### src/rtl/cca_pkg.sv
package cca_pkg;

  localparam int unsigned ADDR_W = 8;
  localparam int unsigned DATA_W = 32;
  localparam int unsigned NUM_CH = 3;

  // register byte offsets
  localparam logic [7:0] OFS_CTRL    = 8'h00;
  localparam logic [7:0] OFS_MODE    = 8'h04;
  localparam logic [7:0] OFS_CNTL    = 8'h08;
  localparam logic [7:0] OFS_CNTH    = 8'h0C;
  localparam logic [7:0] OFS_PWM     = 8'h10;
  localparam logic [7:0] OFS_PINS    = 8'h14;
  localparam logic [7:0] OFS_CH_BASE = 8'h20;
  localparam logic [7:0] CH_STRIDE   = 8'h10;
  localparam logic [7:0] CH_OFS_MODE = 8'h00;
  localparam logic [7:0] CH_OFS_LOW  = 8'h04;
  localparam logic [7:0] CH_OFS_HIGH = 8'h08;

  // counter_control_reg bits (channel flags in the low bits)
  localparam int unsigned CTRL_CF  = 7;
  localparam int unsigned CTRL_RUN = 6;
  // counter_mode_reg bits
  localparam int unsigned MODE_IDLE = 7;
  localparam int unsigned MODE_TB   = 1;
  localparam int unsigned MODE_ECF  = 0;
  // pwm_control_reg bits
  localparam int unsigned PWM_ARSEL = 7;
  localparam int unsigned PWM_INTERMEDIATE_OVERFLOW_IRQ_ENABLE  = 6;
  localparam int unsigned PWM_INTERMEDIATE_OVERFLOW_FLAG  = 5;
  localparam int unsigned PWM_CL    = 0;
  // channel_mode_reg bits
  localparam int unsigned CM_PWM16 = 7;
  localparam int unsigned CM_ECOM  = 6;
  localparam int unsigned CM_CAPP  = 5;
  localparam int unsigned CM_CAPN  = 4;
  localparam int unsigned CM_MAT   = 3;
  localparam int unsigned CM_TOG   = 2;
  localparam int unsigned CM_PWM   = 1;
  localparam int unsigned CM_ECCF  = 0;

  typedef enum logic [2:0] {
    TB_DIV12 = 3'h0,
    TB_DIV4  = 3'h1,
    TB_T0OVF = 3'h2,
    TB_ECI   = 3'h3,
    TB_SYS   = 3'h4,
    TB_XOSC8 = 3'h5,
    TB_RTC8  = 3'h6,
    TB_RSVD  = 3'h7
  } cca_tb_t;

  localparam logic [3:0]  PRE_DIV12   = 4'hC;
  localparam logic [1:0]  PRE_DIV4_AT = 2'h3;
  localparam logic [15:0] CNT_MAX     = 16'hFFFF;
  localparam logic [15:0] LOW8_MASK   = 16'h00FF;
  localparam logic [15:0] FULL_MASK   = 16'hFFFF;
  localparam logic [1:0]  RESP_OKAY   = 2'h0;
  localparam logic [1:0]  RESP_SLVERR = 2'h2;

endpackage : cca_pkg

### src/rtl/cca_sync.sv
`timescale 1ns/1ps
`default_nettype none

// two-flop synchroniser, one bit per lane
module cca_sync #(
  parameter int unsigned W = 1
) (
  input  wire logic         clock,
  input  wire logic         rst_n,
  input  wire logic [W-1:0] async_in,
  output logic      [W-1:0] sync_out
);

  logic [W-1:0] meta_q;

  always_ff @(posedge clock)
  begin
    if (!rst_n)
    begin
      meta_q   <= '0;
      sync_out <= '0;
    end
    else
    begin
      meta_q   <= async_in;
      sync_out <= meta_q;
    end
  end

endmodule : cca_sync

`default_nettype wire

### src/rtl/cca_top.sv
// Chosen here: the AXI4-Lite interface to the registers and the register offsets.
`timescale 1ns/1ps
`default_nettype none

// Functional notes
// reading counter low byte snapshots high byte; high read returns snapshot
// three-bit timebase_select picks the count source
// external count input must not toggle faster than clock/4
// divided oscillator timebases are synchronised before counting
// counter wrap from FFFF to 0000 sets overflow flag
// flags only cleared by software writes, never by servicing
// with idle_stop_control clear, counter keeps running in idle
// intermediate overflow flag set on overflow of bit 8..11
// five flags set on trigger regardless of enables
// interrupt asserts when any flag and its enable are set
// capture mode uses bit5 rising, bit4 falling, both any edge
// bit3 timer, bits3+2 high-speed, bits2+1 frequency output
// bit1 PWM, bit7 selects 16-bit, shared cycle length field
// all 8..11-bit PWM channels share one cycle length
// comparator off stops toggling and holds PWM output low
// pwm_control_reg bit7 steers to auto-reload registers
// match_flag_enable makes comparator matches set channel flag
// capture edge loads counter into channel register, sets flag
// channel input levels held under two cycles are ignored
// current channel pin levels stay readable by software
// timer mode: 16-bit equality sets channel flag
// low byte write clears comparator_enable, high byte write sets it
// software should write low byte before high byte
// counter steps by one per timebase event, all on clock
module cca_top
  import cca_pkg::*;
(
  input  wire logic                clock,
  input  wire logic                rst_n,
  input  wire logic [ADDR_W-1:0]   s_axi_awaddr,
  input  wire logic                s_axi_awvalid,
  output logic                     s_axi_awready,
  input  wire logic [DATA_W-1:0]   s_axi_wdata,
  input  wire logic [DATA_W/8-1:0] s_axi_wstrb,
  input  wire logic                s_axi_wvalid,
  output logic                     s_axi_wready,
  output logic [1:0]               s_axi_bresp,
  output logic                     s_axi_bvalid,
  input  wire logic                s_axi_bready,
  input  wire logic [ADDR_W-1:0]   s_axi_araddr,
  input  wire logic                s_axi_arvalid,
  output logic                     s_axi_arready,
  output logic [DATA_W-1:0]        s_axi_rdata,
  output logic [1:0]               s_axi_rresp,
  output logic                     s_axi_rvalid,
  input  wire logic                s_axi_rready,
  input  wire logic [NUM_CH-1:0]   channel_pin_in,
  output logic      [NUM_CH-1:0]   channel_pin_out,
  output logic      [NUM_CH-1:0]   channel_pin_oe,
  input  wire logic                external_count_input,
  input  wire logic                ext_osc_div8,
  input  wire logic                rtc_osc_div8,
  input  wire logic                timer0_overflow,
  input  wire logic                cpu_idle,
  output logic                     irq_request
);

  // write channel: address and data held until both present
  logic              awHeld_q;
  logic [ADDR_W-1:0] awAddr_q;
  logic              wHeld_q;
  logic [7:0]        wByte_q;
  logic              wLane_q;
  logic              bvalid_q;
  logic [1:0]        bresp_q;
  logic              rvalid_q;
  logic [DATA_W-1:0] rdata_q;
  logic [1:0]        rresp_q;

  wire doWr = awHeld_q & wHeld_q & ~bvalid_q;
  wire doRd = s_axi_arvalid & ~rvalid_q;
  // narrow registers live in byte lane 0; other lanes are ignored
  wire wrOn = doWr & wLane_q;

  assign s_axi_awready = ~awHeld_q;
  assign s_axi_wready  = ~wHeld_q;
  assign s_axi_bvalid  = bvalid_q;
  assign s_axi_bresp   = bresp_q;
  assign s_axi_arready = ~rvalid_q;
  assign s_axi_rvalid  = rvalid_q;
  assign s_axi_rdata   = rdata_q;
  assign s_axi_rresp   = rresp_q;

  always_ff @(posedge clock)
  begin
    if (!rst_n)
    begin
      awHeld_q <= 1'b0;
      awAddr_q <= '0;
      wHeld_q  <= 1'b0;
      wByte_q  <= 8'h00;
      wLane_q  <= 1'b0;
    end
    else
    begin
      if (s_axi_awvalid && !awHeld_q)
      begin
        awHeld_q <= 1'b1;
        awAddr_q <= s_axi_awaddr;
      end
      else if (doWr)
        awHeld_q <= 1'b0;
      if (s_axi_wvalid && !wHeld_q)
      begin
        wHeld_q <= 1'b1;
        wByte_q <= s_axi_wdata[7:0];
        wLane_q <= s_axi_wstrb[0];
      end
      else if (doWr)
        wHeld_q <= 1'b0;
    end
  end

  // control registers
  logic        run_q;
  logic        idleStop_q;
  cca_tb_t     tbSel_q;
  logic        ecf_q;
  logic        cf_q;
  logic        arsel_q;
  logic        intermediate_overflow_irq_enable_q;
  logic        intermediate_overflow_flag_q;
  logic [1:0]  cycLen_q;
  logic [15:0] cnt_q;
  logic [7:0]  snap_q;
  logic        tickD_q;
  logic [3:0]  pre_q;

  wire wrCtrl = wrOn & (awAddr_q == OFS_CTRL);
  wire wrMode = wrOn & (awAddr_q == OFS_MODE);
  wire wrCntL = wrOn & (awAddr_q == OFS_CNTL);
  wire wrCntH = wrOn & (awAddr_q == OFS_CNTH);
  wire wrPwm  = wrOn & (awAddr_q == OFS_PWM);
  wire rdCntL = doRd & (s_axi_araddr == OFS_CNTL);

  // synchronised pins: channels, count input, divided oscillators
  logic [NUM_CH+2:0] pinSync;
  logic              eciLvl_q;
  logic              eciPrev_q;
  logic              xoscPrev_q;
  logic              rtcPrev_q;

  // oscillator dividers cross through two flops
  cca_sync #(
    .W (NUM_CH + 3)
  ) u_sync (
    .clock    (clock),
    .rst_n    (rst_n),
    .async_in ({rtc_osc_div8, ext_osc_div8, external_count_input, channel_pin_in}),
    .sync_out (pinSync)
  );

  wire eciSync  = pinSync[NUM_CH];
  wire xoscSync = pinSync[NUM_CH+1];
  wire rtcSync  = pinSync[NUM_CH+2];
  wire eciFall  = eciPrev_q & ~eciLvl_q;
  wire xoscRise = xoscSync & ~xoscPrev_q;
  wire rtcRise  = rtcSync & ~rtcPrev_q;
  wire preWrap  = (pre_q == PRE_DIV12 - 4'h1);

  // timebase source selection
  wire srcTick = (tbSel_q == TB_DIV12) ? preWrap :
                 (tbSel_q == TB_DIV4)  ? (pre_q[1:0] == PRE_DIV4_AT) :
                 (tbSel_q == TB_T0OVF) ? timer0_overflow :
                 (tbSel_q == TB_ECI)   ? eciFall :
                 (tbSel_q == TB_SYS)   ? 1'b1 :
                 (tbSel_q == TB_XOSC8) ? xoscRise :
                 (tbSel_q == TB_RTC8)  ? rtcRise : 1'b0;
  // idle only halts counting when idle_stop_control is set
  wire tick = run_q & ~(cpu_idle & idleStop_q) & srcTick & ~(wrCntL | wrCntH);

  // mask of the low 8..11 bits per pwm_cycle_length
  wire [15:0] clMask = {5'h00, cycLen_q == 2'h3, cycLen_q[1], |cycLen_q, 8'hFF};
  // wrap out of FFFF
  wire ovfEv  = tick & (cnt_q == CNT_MAX);
  wire covfEv = tick & ((cnt_q & clMask) == clMask);
  wire nWrap  = tickD_q & ((cnt_q & clMask) == 16'h0000);
  wire fWrap  = tickD_q & (cnt_q == 16'h0000);

  logic [NUM_CH-1:0] chFlag;
  logic [NUM_CH-1:0] chIrqEn;

  always_ff @(posedge clock)
  begin
    if (!rst_n)
    begin
      pre_q      <= 4'h0;
      eciLvl_q   <= 1'b0;
      eciPrev_q  <= 1'b0;
      xoscPrev_q <= 1'b0;
      rtcPrev_q  <= 1'b0;
      tickD_q    <= 1'b0;
    end
    else
    begin
      pre_q      <= preWrap ? 4'h0 : pre_q + 4'h1;
      eciPrev_q  <= eciLvl_q;
      xoscPrev_q <= xoscSync;
      rtcPrev_q  <= rtcSync;
      tickD_q    <= tick;
      // eciLvl_q follows the synchronised input each cycle, so a short glitch is counted
      if (eciSync == pinSync[NUM_CH] && eciSync != eciLvl_q)
        eciLvl_q <= eciSync;
    end
  end

  // one step per timebase event; R1: reads never touch the count
  always_ff @(posedge clock)
  begin
    if (!rst_n)
      cnt_q <= 16'h0000;
    else if (wrCntL)
      cnt_q[7:0] <= wByte_q;
    else if (wrCntH)
      cnt_q[15:8] <= wByte_q;
    else if (tick)
      cnt_q <= cnt_q + 16'h0001;
  end

  // low byte read freezes the high byte
  always_ff @(posedge clock)
  begin
    if (!rst_n)
      snap_q <= 8'h00;
    else if (rdCntL)
      snap_q <= cnt_q[15:8];
  end

  always_ff @(posedge clock)
  begin
    if (!rst_n)
    begin
      run_q      <= 1'b0;
      idleStop_q <= 1'b0;
      tbSel_q    <= TB_DIV12;
      ecf_q      <= 1'b0;
      arsel_q    <= 1'b0;
      intermediate_overflow_irq_enable_q     <= 1'b0;
      cycLen_q   <= 2'h0;
    end
    else
    begin
      if (wrCtrl)
        run_q <= wByte_q[CTRL_RUN];
      if (wrMode)
      begin
        idleStop_q <= wByte_q[MODE_IDLE];
        tbSel_q    <= cca_tb_t'(wByte_q[MODE_TB +: 3]);
        ecf_q      <= wByte_q[MODE_ECF];
      end
      if (wrPwm)
      begin
        arsel_q  <= wByte_q[PWM_ARSEL];
        intermediate_overflow_irq_enable_q   <= wByte_q[PWM_INTERMEDIATE_OVERFLOW_IRQ_ENABLE];
        cycLen_q <= wByte_q[PWM_CL +: 2];
      end
    end
  end

  // set wins over a software clear in the same cycle
  always_ff @(posedge clock)
  begin
    if (!rst_n)
    begin
      cf_q   <= 1'b0;
      intermediate_overflow_flag_q <= 1'b0;
    end
    else
    begin
      cf_q   <= ovfEv | (wrCtrl ? wByte_q[CTRL_CF] : cf_q);
      intermediate_overflow_flag_q <= covfEv | (wrPwm ? wByte_q[PWM_INTERMEDIATE_OVERFLOW_FLAG] : intermediate_overflow_flag_q);
    end
  end

  // one request from flags gated by their own enables
  assign irq_request = (cf_q & ecf_q) | (intermediate_overflow_flag_q & intermediate_overflow_irq_enable_q) | (|(chFlag & chIrqEn));

  logic [NUM_CH-1:0] chHit;
  logic [7:0]        chRd [NUM_CH];
  logic [NUM_CH-1:0] pinLvl;

  genvar gi;
  generate
    for (gi = 0; gi < NUM_CH; gi++)
    begin : g_ch
      localparam logic [7:0] BASE = OFS_CH_BASE + CH_STRIDE * 8'(gi);
      logic [7:0]  mode_q;
      logic [15:0] cc_q;
      logic [15:0] ar_q;
      logic        out_q;
      logic        flag_q;
      logic        lvl_q;
      logic        lvlPrev_q;

      wire wrCm  = wrOn & (awAddr_q == BASE + CH_OFS_MODE);
      wire wrLo  = wrOn & (awAddr_q == BASE + CH_OFS_LOW);
      wire wrHi  = wrOn & (awAddr_q == BASE + CH_OFS_HIGH);
      wire ecom  = mode_q[CM_ECOM];
      wire tog   = mode_q[CM_TOG];
      wire pwm   = mode_q[CM_PWM];
      wire freq  = tog & pwm;
      wire hso   = tog & ~pwm;
      wire pwm16 = pwm & ~tog & mode_q[CM_PWM16];
      wire pwmN  = pwm & ~tog & ~mode_q[CM_PWM16];
      // every 8..11-bit channel uses the shared clMask
      wire [15:0] cmpMask = freq ? LOW8_MASK : (pwmN ? clMask : FULL_MASK);
      // comparator matches only while enabled
      wire hit   = ecom & tickD_q & (((cnt_q ^ cc_q) & cmpMask) == 16'h0000);
      wire wrap  = pwm16 ? fWrap : nWrap;
      wire rise  = lvl_q & ~lvlPrev_q;
      wire fall  = lvlPrev_q & ~lvl_q;
      // capture edge select
      wire capEv = (mode_q[CM_CAPP] & rise) | (mode_q[CM_CAPN] & fall);
      // flag on capture or enabled match
      wire setEv = capEv | (hit & mode_q[CM_MAT]);
      wire clrWr = wrCtrl ? wByte_q[gi] : flag_q;

      // level accepted only after two equal samples
      always_ff @(posedge clock)
      begin
        if (!rst_n)
        begin
          lvl_q     <= 1'b0;
          lvlPrev_q <= 1'b0;
        end
        else
        begin
          lvlPrev_q <= lvl_q;
          if (pinSync[gi] == pinLvl[gi])
            lvl_q <= pinSync[gi];
        end
      end

      always_ff @(posedge clock)
      begin
        if (!rst_n)
          pinLvl[gi] <= 1'b0;
        else
          pinLvl[gi] <= pinSync[gi];
      end

      always_ff @(posedge clock)
      begin
        if (!rst_n)
          flag_q <= 1'b0;
        else
          flag_q <= setEv | clrWr;
      end

      // byte writes steer comparator_enable
      always_ff @(posedge clock)
      begin
        if (!rst_n)
          mode_q <= 8'h00;
        else if (wrCm)
          mode_q <= wByte_q;
        else if (wrLo)
          mode_q[CM_ECOM] <= 1'b0;
        else if (wrHi)
          mode_q[CM_ECOM] <= 1'b1;
      end

      // bit7 of pwm_control_reg picks the auto-reload copy
      always_ff @(posedge clock)
      begin
        if (!rst_n)
          ar_q <= 16'h0000;
        else if (wrLo && arsel_q)
          ar_q[7:0] <= wByte_q;
        else if (wrHi && arsel_q)
          ar_q[15:8] <= wByte_q;
      end

      always_ff @(posedge clock)
      begin
        if (!rst_n)
          cc_q <= 16'h0000;
        else if (wrLo && !arsel_q)
          cc_q[7:0] <= wByte_q;
        else if (wrHi && !arsel_q)
          cc_q[15:8] <= wByte_q;
        else if (capEv)
          cc_q <= cnt_q;
        else if (freq && hit)
          cc_q[7:0] <= cc_q[7:0] + cc_q[15:8];
        else if (pwmN && nWrap)
          cc_q <= (cycLen_q == 2'h0) ? {cc_q[15:8], cc_q[15:8]} : ar_q;
      end

      // output per mode; hit wins so zero compare is full duty
      always_ff @(posedge clock)
      begin
        if (!rst_n)
          out_q <= 1'b0;
        else if (pwm && !tog && !ecom)
          out_q <= 1'b0;
        else if ((hso || freq) && hit)
          out_q <= ~out_q;
        else if (pwm && !tog && hit)
          out_q <= 1'b1;
        else if (pwm && !tog && wrap)
          out_q <= 1'b0;
      end

      assign channel_pin_out[gi] = out_q;
      assign channel_pin_oe[gi]  = tog | pwm;
      assign chFlag[gi]          = flag_q;
      assign chIrqEn[gi]         = mode_q[CM_ECCF];

      wire rdCm = s_axi_araddr == BASE + CH_OFS_MODE;
      wire rdLo = s_axi_araddr == BASE + CH_OFS_LOW;
      wire rdHi = s_axi_araddr == BASE + CH_OFS_HIGH;
      wire [15:0] rdSrc = arsel_q ? ar_q : cc_q;
      assign chHit[gi] = rdCm | rdLo | rdHi;
      assign chRd[gi]  = rdCm ? mode_q : (rdLo ? rdSrc[7:0] : (rdHi ? rdSrc[15:8] : 8'h00));
    end
  endgenerate

  wire [7:0] chRdAll = chRd[0] | chRd[1] | chRd[2];
  wire [7:0] ctrlRd  = {cf_q, run_q, {(6 - NUM_CH){1'b0}}, chFlag};
  wire [7:0] modeRd  = {idleStop_q, 3'h0, tbSel_q, ecf_q};
  wire [7:0] pwmRd   = {arsel_q, intermediate_overflow_irq_enable_q, intermediate_overflow_flag_q, 3'h0, cycLen_q};
  // live pin levels for telling which edge fired
  wire [7:0] pinsRd  = {{(8 - NUM_CH){1'b0}}, lvl_all()};

  function automatic logic [NUM_CH-1:0] lvl_all();
    lvl_all = pinLvl;
  endfunction : lvl_all

  wire rdCtrl = s_axi_araddr == OFS_CTRL;
  wire rdMode = s_axi_araddr == OFS_MODE;
  wire rdCntH = s_axi_araddr == OFS_CNTH;
  wire rdLowC = s_axi_araddr == OFS_CNTL;
  wire rdPwm  = s_axi_araddr == OFS_PWM;
  wire rdPins = s_axi_araddr == OFS_PINS;
  wire rdMap  = rdCtrl | rdMode | rdCntH | rdLowC | rdPwm | rdPins | (|chHit);
  wire [7:0] rdByte = rdCtrl ? ctrlRd : rdMode ? modeRd : rdLowC ? cnt_q[7:0] :
                      rdCntH ? snap_q : rdPwm ? pwmRd : rdPins ? pinsRd : chRdAll;

  wire wrMap = (awAddr_q == OFS_CTRL) | (awAddr_q == OFS_MODE) | (awAddr_q == OFS_CNTL) |
               (awAddr_q == OFS_CNTH) | (awAddr_q == OFS_PWM) | (awAddr_q == OFS_PINS) |
               ((awAddr_q >= OFS_CH_BASE) &&
                (awAddr_q < OFS_CH_BASE + CH_STRIDE * NUM_CH[7:0]) &&
                (awAddr_q[3:0] <= CH_OFS_HIGH[3:0]) && (awAddr_q[1:0] == 2'h0));

  always_ff @(posedge clock)
  begin
    if (!rst_n)
    begin
      bvalid_q <= 1'b0;
      bresp_q  <= RESP_OKAY;
      rvalid_q <= 1'b0;
      rdata_q  <= '0;
      rresp_q  <= RESP_OKAY;
    end
    else
    begin
      if (doWr)
      begin
        bvalid_q <= 1'b1;
        bresp_q  <= wrMap ? RESP_OKAY : RESP_SLVERR;
      end
      else if (s_axi_bready)
        bvalid_q <= 1'b0;
      if (doRd)
      begin
        rvalid_q <= 1'b1;
        rdata_q  <= {{(DATA_W - 8){1'b0}}, rdMap ? rdByte : 8'h00};
        rresp_q  <= rdMap ? RESP_OKAY : RESP_SLVERR;
      end
      else if (s_axi_rready)
        rvalid_q <= 1'b0;
    end
  end

endmodule : cca_top

`default_nettype wire

### config.mk
export PLATFORM = sky130hd
export DESIGN_NAME = cca_top
export DESIGN_NICKNAME = d
export VERILOG_FILES = /design/src/rtl/cca_pkg.sv /design/src/rtl/cca_sync.sv /design/src/rtl/cca_top.sv
export SDC_FILE = /design/constraint.sdc
export NUM_CORES = 1
export LEC_CHECK = 0
export BUFFER_PORTS_ARGS = -buffer_cell sky130_fd_sc_hd__buf_2
export CAP_MARGIN = 20
export CORE_ASPECT_RATIO = 0.5
export CORE_UTILIZATION = 40
export CTS_CLUSTER_SIZE = 12
export DETAILED_ROUTE_END_ITERATION = 10
export PLACE_DENSITY_LB_ADDON = 0.12
export REMOVE_ABC_BUFFERS = 1
export SLEW_MARGIN = 20
export SYNTH_ARGS = -nofsm -noshare
export SYNTH_HDL_FRONTEND = slang
export SYNTH_SLANG_ARGS = --single-unit
### constraint.sdc
create_clock -name clock -period 3.2 [get_ports clock]
set_input_delay 0.16 -clock clock [delete_from_list [all_inputs] [get_ports clock]]
set_output_delay 0.16 -clock clock [all_outputs]
set_load 0.02 [all_outputs]
==> results.tsv <==
stage	metric	value	unit
clocking	cts_root_buf	clkbuf_16	
die	start_util	41.3	%
worst_setup_path	worstSetupStartpointType	flop	
pwr	cellPowerDensity	397	nW/um2
worst_setup_path	worst_path_largest_cell_delay	0.45	ns
logic_synthesis	synth_common_cells	223 x dfxtp_1, 200 x nand2_1, 189 x nor2_1	
worst_setup_path	critPathCaptureType	flop	
final_layout	area_growth	14.5	%
placement	gp_congestion	0.998	
logic_synthesis	synth-main-ff-cell	dfxtp_1	
die	placement_rows	47	
placement	dp_hpwl	41400	um
final_layout	seq_area	4470	um2
clocking	cts_tree	done	
timing	skew	0.0194	ns
final_layout	n_fill_cell	3333	
worst_setup_path	reg2reg_from	s_axi_bvalid	
clocking	numCtsBuffers	25	
grt	grt_pass1_vias	13155	
drt	ant_nets	0	
outcome	status	completed	
logic_synthesis	synthAdderAreaFrac	2.60	%
timing	setup_viol	0	
drt	post-route-drc-count	0	
worst_setup_path	crit_top_cell	nor3_2	
final_layout	n_antenna_cell	0	
placement	dpl-instance-area	14800	um2
logic_synthesis	synth_compound_area_share	19.7	%
worst_setup_path	rrSetupSlack	0.41	ns
worst_setup_path	criticalPathCategory	flop to flop	
timing	tightestPinTransition	0.970	ns
clocking	worstSkewPairLatency	0.55	ns
worst_setup_path	path_cells	nand3b_1 -> nor3_2 -> buf_4 -> nand2_2 -> a21boi_4 -> nor3_2 -> a2bb2oi_1 -> o21ai_0	
placement	io_buffers	61	
grt	grt_antenna_before_repair	1	
drt	drtIter0Drc	1850	
logic_synthesis	seq_area_frac_synth	32.2	%
drt	avgRoutedWirePerCell	24.5	um
logic_synthesis	synth_area_leaders	dfxtp_1 32%, mux2i_1 11%, nand2_1 5.4%	
final_layout	layout-drive-gt1-share	12.6	%
logic_synthesis	synth_top_family_by_area	simple AND/OR/NAND/NOR gates	
logic_synthesis	yosysTopAreaCellShare	32.2	%
grt	gr-total-overflow	0	
timing	fin_crit	2.79	ns
clocking	h-tree-depth	1	
drt	vias_per_cell	6.07	
pwr	leakage	6.45	nW
pwr	power	6.31	mW
final_layout	design_area	15900	um2
grt	grt_pass1_wl	83900	um
run	maxCapViolCount	0	
clocking	clock_path_buffers	3	
logic_synthesis	avgSynthCellArea	7.89	um2
die	ioPinCount	115	
logic_synthesis	synth_edf_count	0	
logic_synthesis	yosys.cell_count.top_type	dfxtp_1	
logic_synthesis	synth_xor_area_share	4.23	%
die	die_h	134	um
placement	dp_cells	2238	
worst_setup_path	cp.arrival	3.27	ns
die	core-area	33600	um2
pwr	ir_worst_vdd	0.000346	V
logic_synthesis	ys.warnings.count	0	
clocking	cts.sinks	223	
timing	hold_violations	0	
logic_synthesis	syn_area	13900	um2
worst_setup_path	worst_ep_required_time	3.68	ns
worst_setup_path	cp_slowest_cell	nor3_2	
logic_synthesis	muxShareOfSynthArea	11.6	%
timing	slew_headroom	35.2	%
timing	finalMaxSlewViolations	0	
logic_synthesis	async_reset_ff_share	0	%
grt	grt_max_degree	85	
logic_synthesis	synth_simple_gate_area_share	23.0	%
final_layout	nNetsFinal	1923	
timing	fmax	359	MHz
worst_setup_path	crit_fanout	19	
timing	hold_ws	0.0831	ns
timing	rsz0062_at_grt	no	
worst_setup_path	rr_worst_depth	8	
final_layout	stdcell_count	2306	
drt	vias	13991	
timing	fin_crit_sh	87.0	%
worst_hold_path	hold_path_class	input pin to flop	
final_layout	final_util	47.3	%
logic_synthesis	post-synth-top-area-cell	dfxtp_1	
logic_synthesis	synth.distinct_cells	91	
logic_synthesis	synthCells	1759	
drt	drt_wl_total	56500	um
clocking	cts.clk_slew.worst_paths	0.06	ns
die	die_area	35500	um2
worst_setup_path	setup.worst_path.start	s_axi_bvalid	
grt	grt_usage	31.5	%
worst_setup_path	r2r-end	g_ch[2].cc_q[1]	
worst_setup_path	cp-endpoint	g_ch[2].cc_q[1]	
logic_synthesis	synth-seq-cells	223	
final_layout	multi_input_area	8590	um2
die	die_width	265	um
drt	dr.pass1.iters	6	
==> registers in the layout, summed over array words and instances, names as in the netlist, 2 cells and up <==
signal           cells
awAddr_q             8
cnt_q               16
cycLen_q             2
g_ch.ar_q           48
g_ch.cc_q           48
g_ch.flag_q          3
g_ch.lvlPrev_q       3
g_ch.lvl_q           3
g_ch.mode_q         24
g_ch.out_q           3
pinLvl               3
pre_q                4
s_axi_rdata          8
snap_q               8
tbSel_q              3
u_sync.meta_q        6
u_sync.sync_out      6
wByte_q              8
==> timing repair <==
item	CTS	global route
hold endpoints to repair	28	0
hold buffers	29	0
endpoints found under the setup margin	0	0
setup buffers	0	0
resized for setup	0	0
==> per-layer routing <==
layer  track usage (%)  share of wire [%]
met1              45.9                 45
met2              45.8                 41
met3              7.06                 11
met4              9.18                2.7
met5                 0                  0
==> cell families (layout without fill, tap and decap cells) <==
family | after synthesis | count (layout)
other cells | 1 | 26
simple gates | 661 | 661
mux | 159 | 159
flops | 223 | 223
fa+ha+maj | 27 | 27
buf+inv | 194 | 251
compound gates | 427 | 427
xor+xnor | 67 | 67
==> worst min-delay path by stage <==
stage | cells after the start | end | slack (ns) | from
global route | 4 | s_axi_rdata[2] | 0.1 | s_axi_arvalid
global placement | 2 | s_axi_rvalid | 0.34 | s_axi_rready
detailed placement | 2 | s_axi_rvalid | 0.35 | s_axi_rready
finish | 4 | s_axi_rdata[2] | 0.08 | s_axi_arvalid
floorplan | 1 | s_axi_rvalid | 0.26 | s_axi_rready
CTS | 4 | s_axi_rdata[2] | 0.06 | s_axi_arvalid
==> where the power goes <==
| part | internal, mW | leakage (nW) | switching (mW) |
|---|---|---|---|
| registers | 2.81 | 1.80 | 0.0376 |
| clock network | 1.77 | 0.403 | 1.25 |
| logic | 0.129 | 4.25 | 0.319 |
| total | 4.70 | 6.45 | 1.61 |
==> layout make-up <==
cell class              instances  share of cell area [%]
multi-input cells            1367                    54.1
flip-flops and latches        223                    28.1
repair buffers                175                    8.08
clock buffers                  30                    4.37
well taps                     465                    3.66
inverters                      37                   0.890
clock inverters                 9                   0.811
==> critical path: cells and delay by family, from the launching register on <==
family | cells | cell delay (ns)
AO/OA/AOI/OAI | 3 | 0.50
buffers and inverters | 1 | 0.31
flip-flops | 1 | 0.33
AND/OR/NAND/NOR | 4 | 1.55
==> per-stage QoR <==
stage / setup TNS, ns / setup WS [ns]
6_report: 0 / 0.415
5_1_grt: 0 / 0.233
4_1_cts: 0 / 0.468
3_5_place_dp: 0 / 0.497
3_3_place_gp: 0 / 0.564
2_1_floorplan: -2.91 / -0.221
==> cell usage in the layout (no fill, tap or decap), types with 13 or more instances in the layout <==
| cell type | instances |
|---|---|
| dfxtp_1 | 222 |
| nand2_1 | 200 |
| nor2_1 | 188 |
| mux2i_1 | 149 |
| a21oi_1 | 119 |
| nand3_1 | 92 |
| o21ai_0 | 86 |
| buf_4 | 81 |
| buf_2 | 61 |
| a31oi_1 | 46 |
| xnor2_1 | 40 |
| inv_1 | 36 |
| dlygate4sd3_1 | 29 |
| xor2_1 | 27 |
| conb_1 | 26 |
| clkbuf_16 | 25 |
| ha_1 | 24 |
| nor2b_1 | 23 |
| and2_1 | 23 |
| nor3_1 | 23 |
| o211ai_1 | 19 |
| a211oi_1 | 18 |
| o22ai_1 | 17 |
| a22oi_1 | 16 |
| nand4_1 | 16 |
| nand2b_1 | 13 |
(Power assumes the default switching activity.)
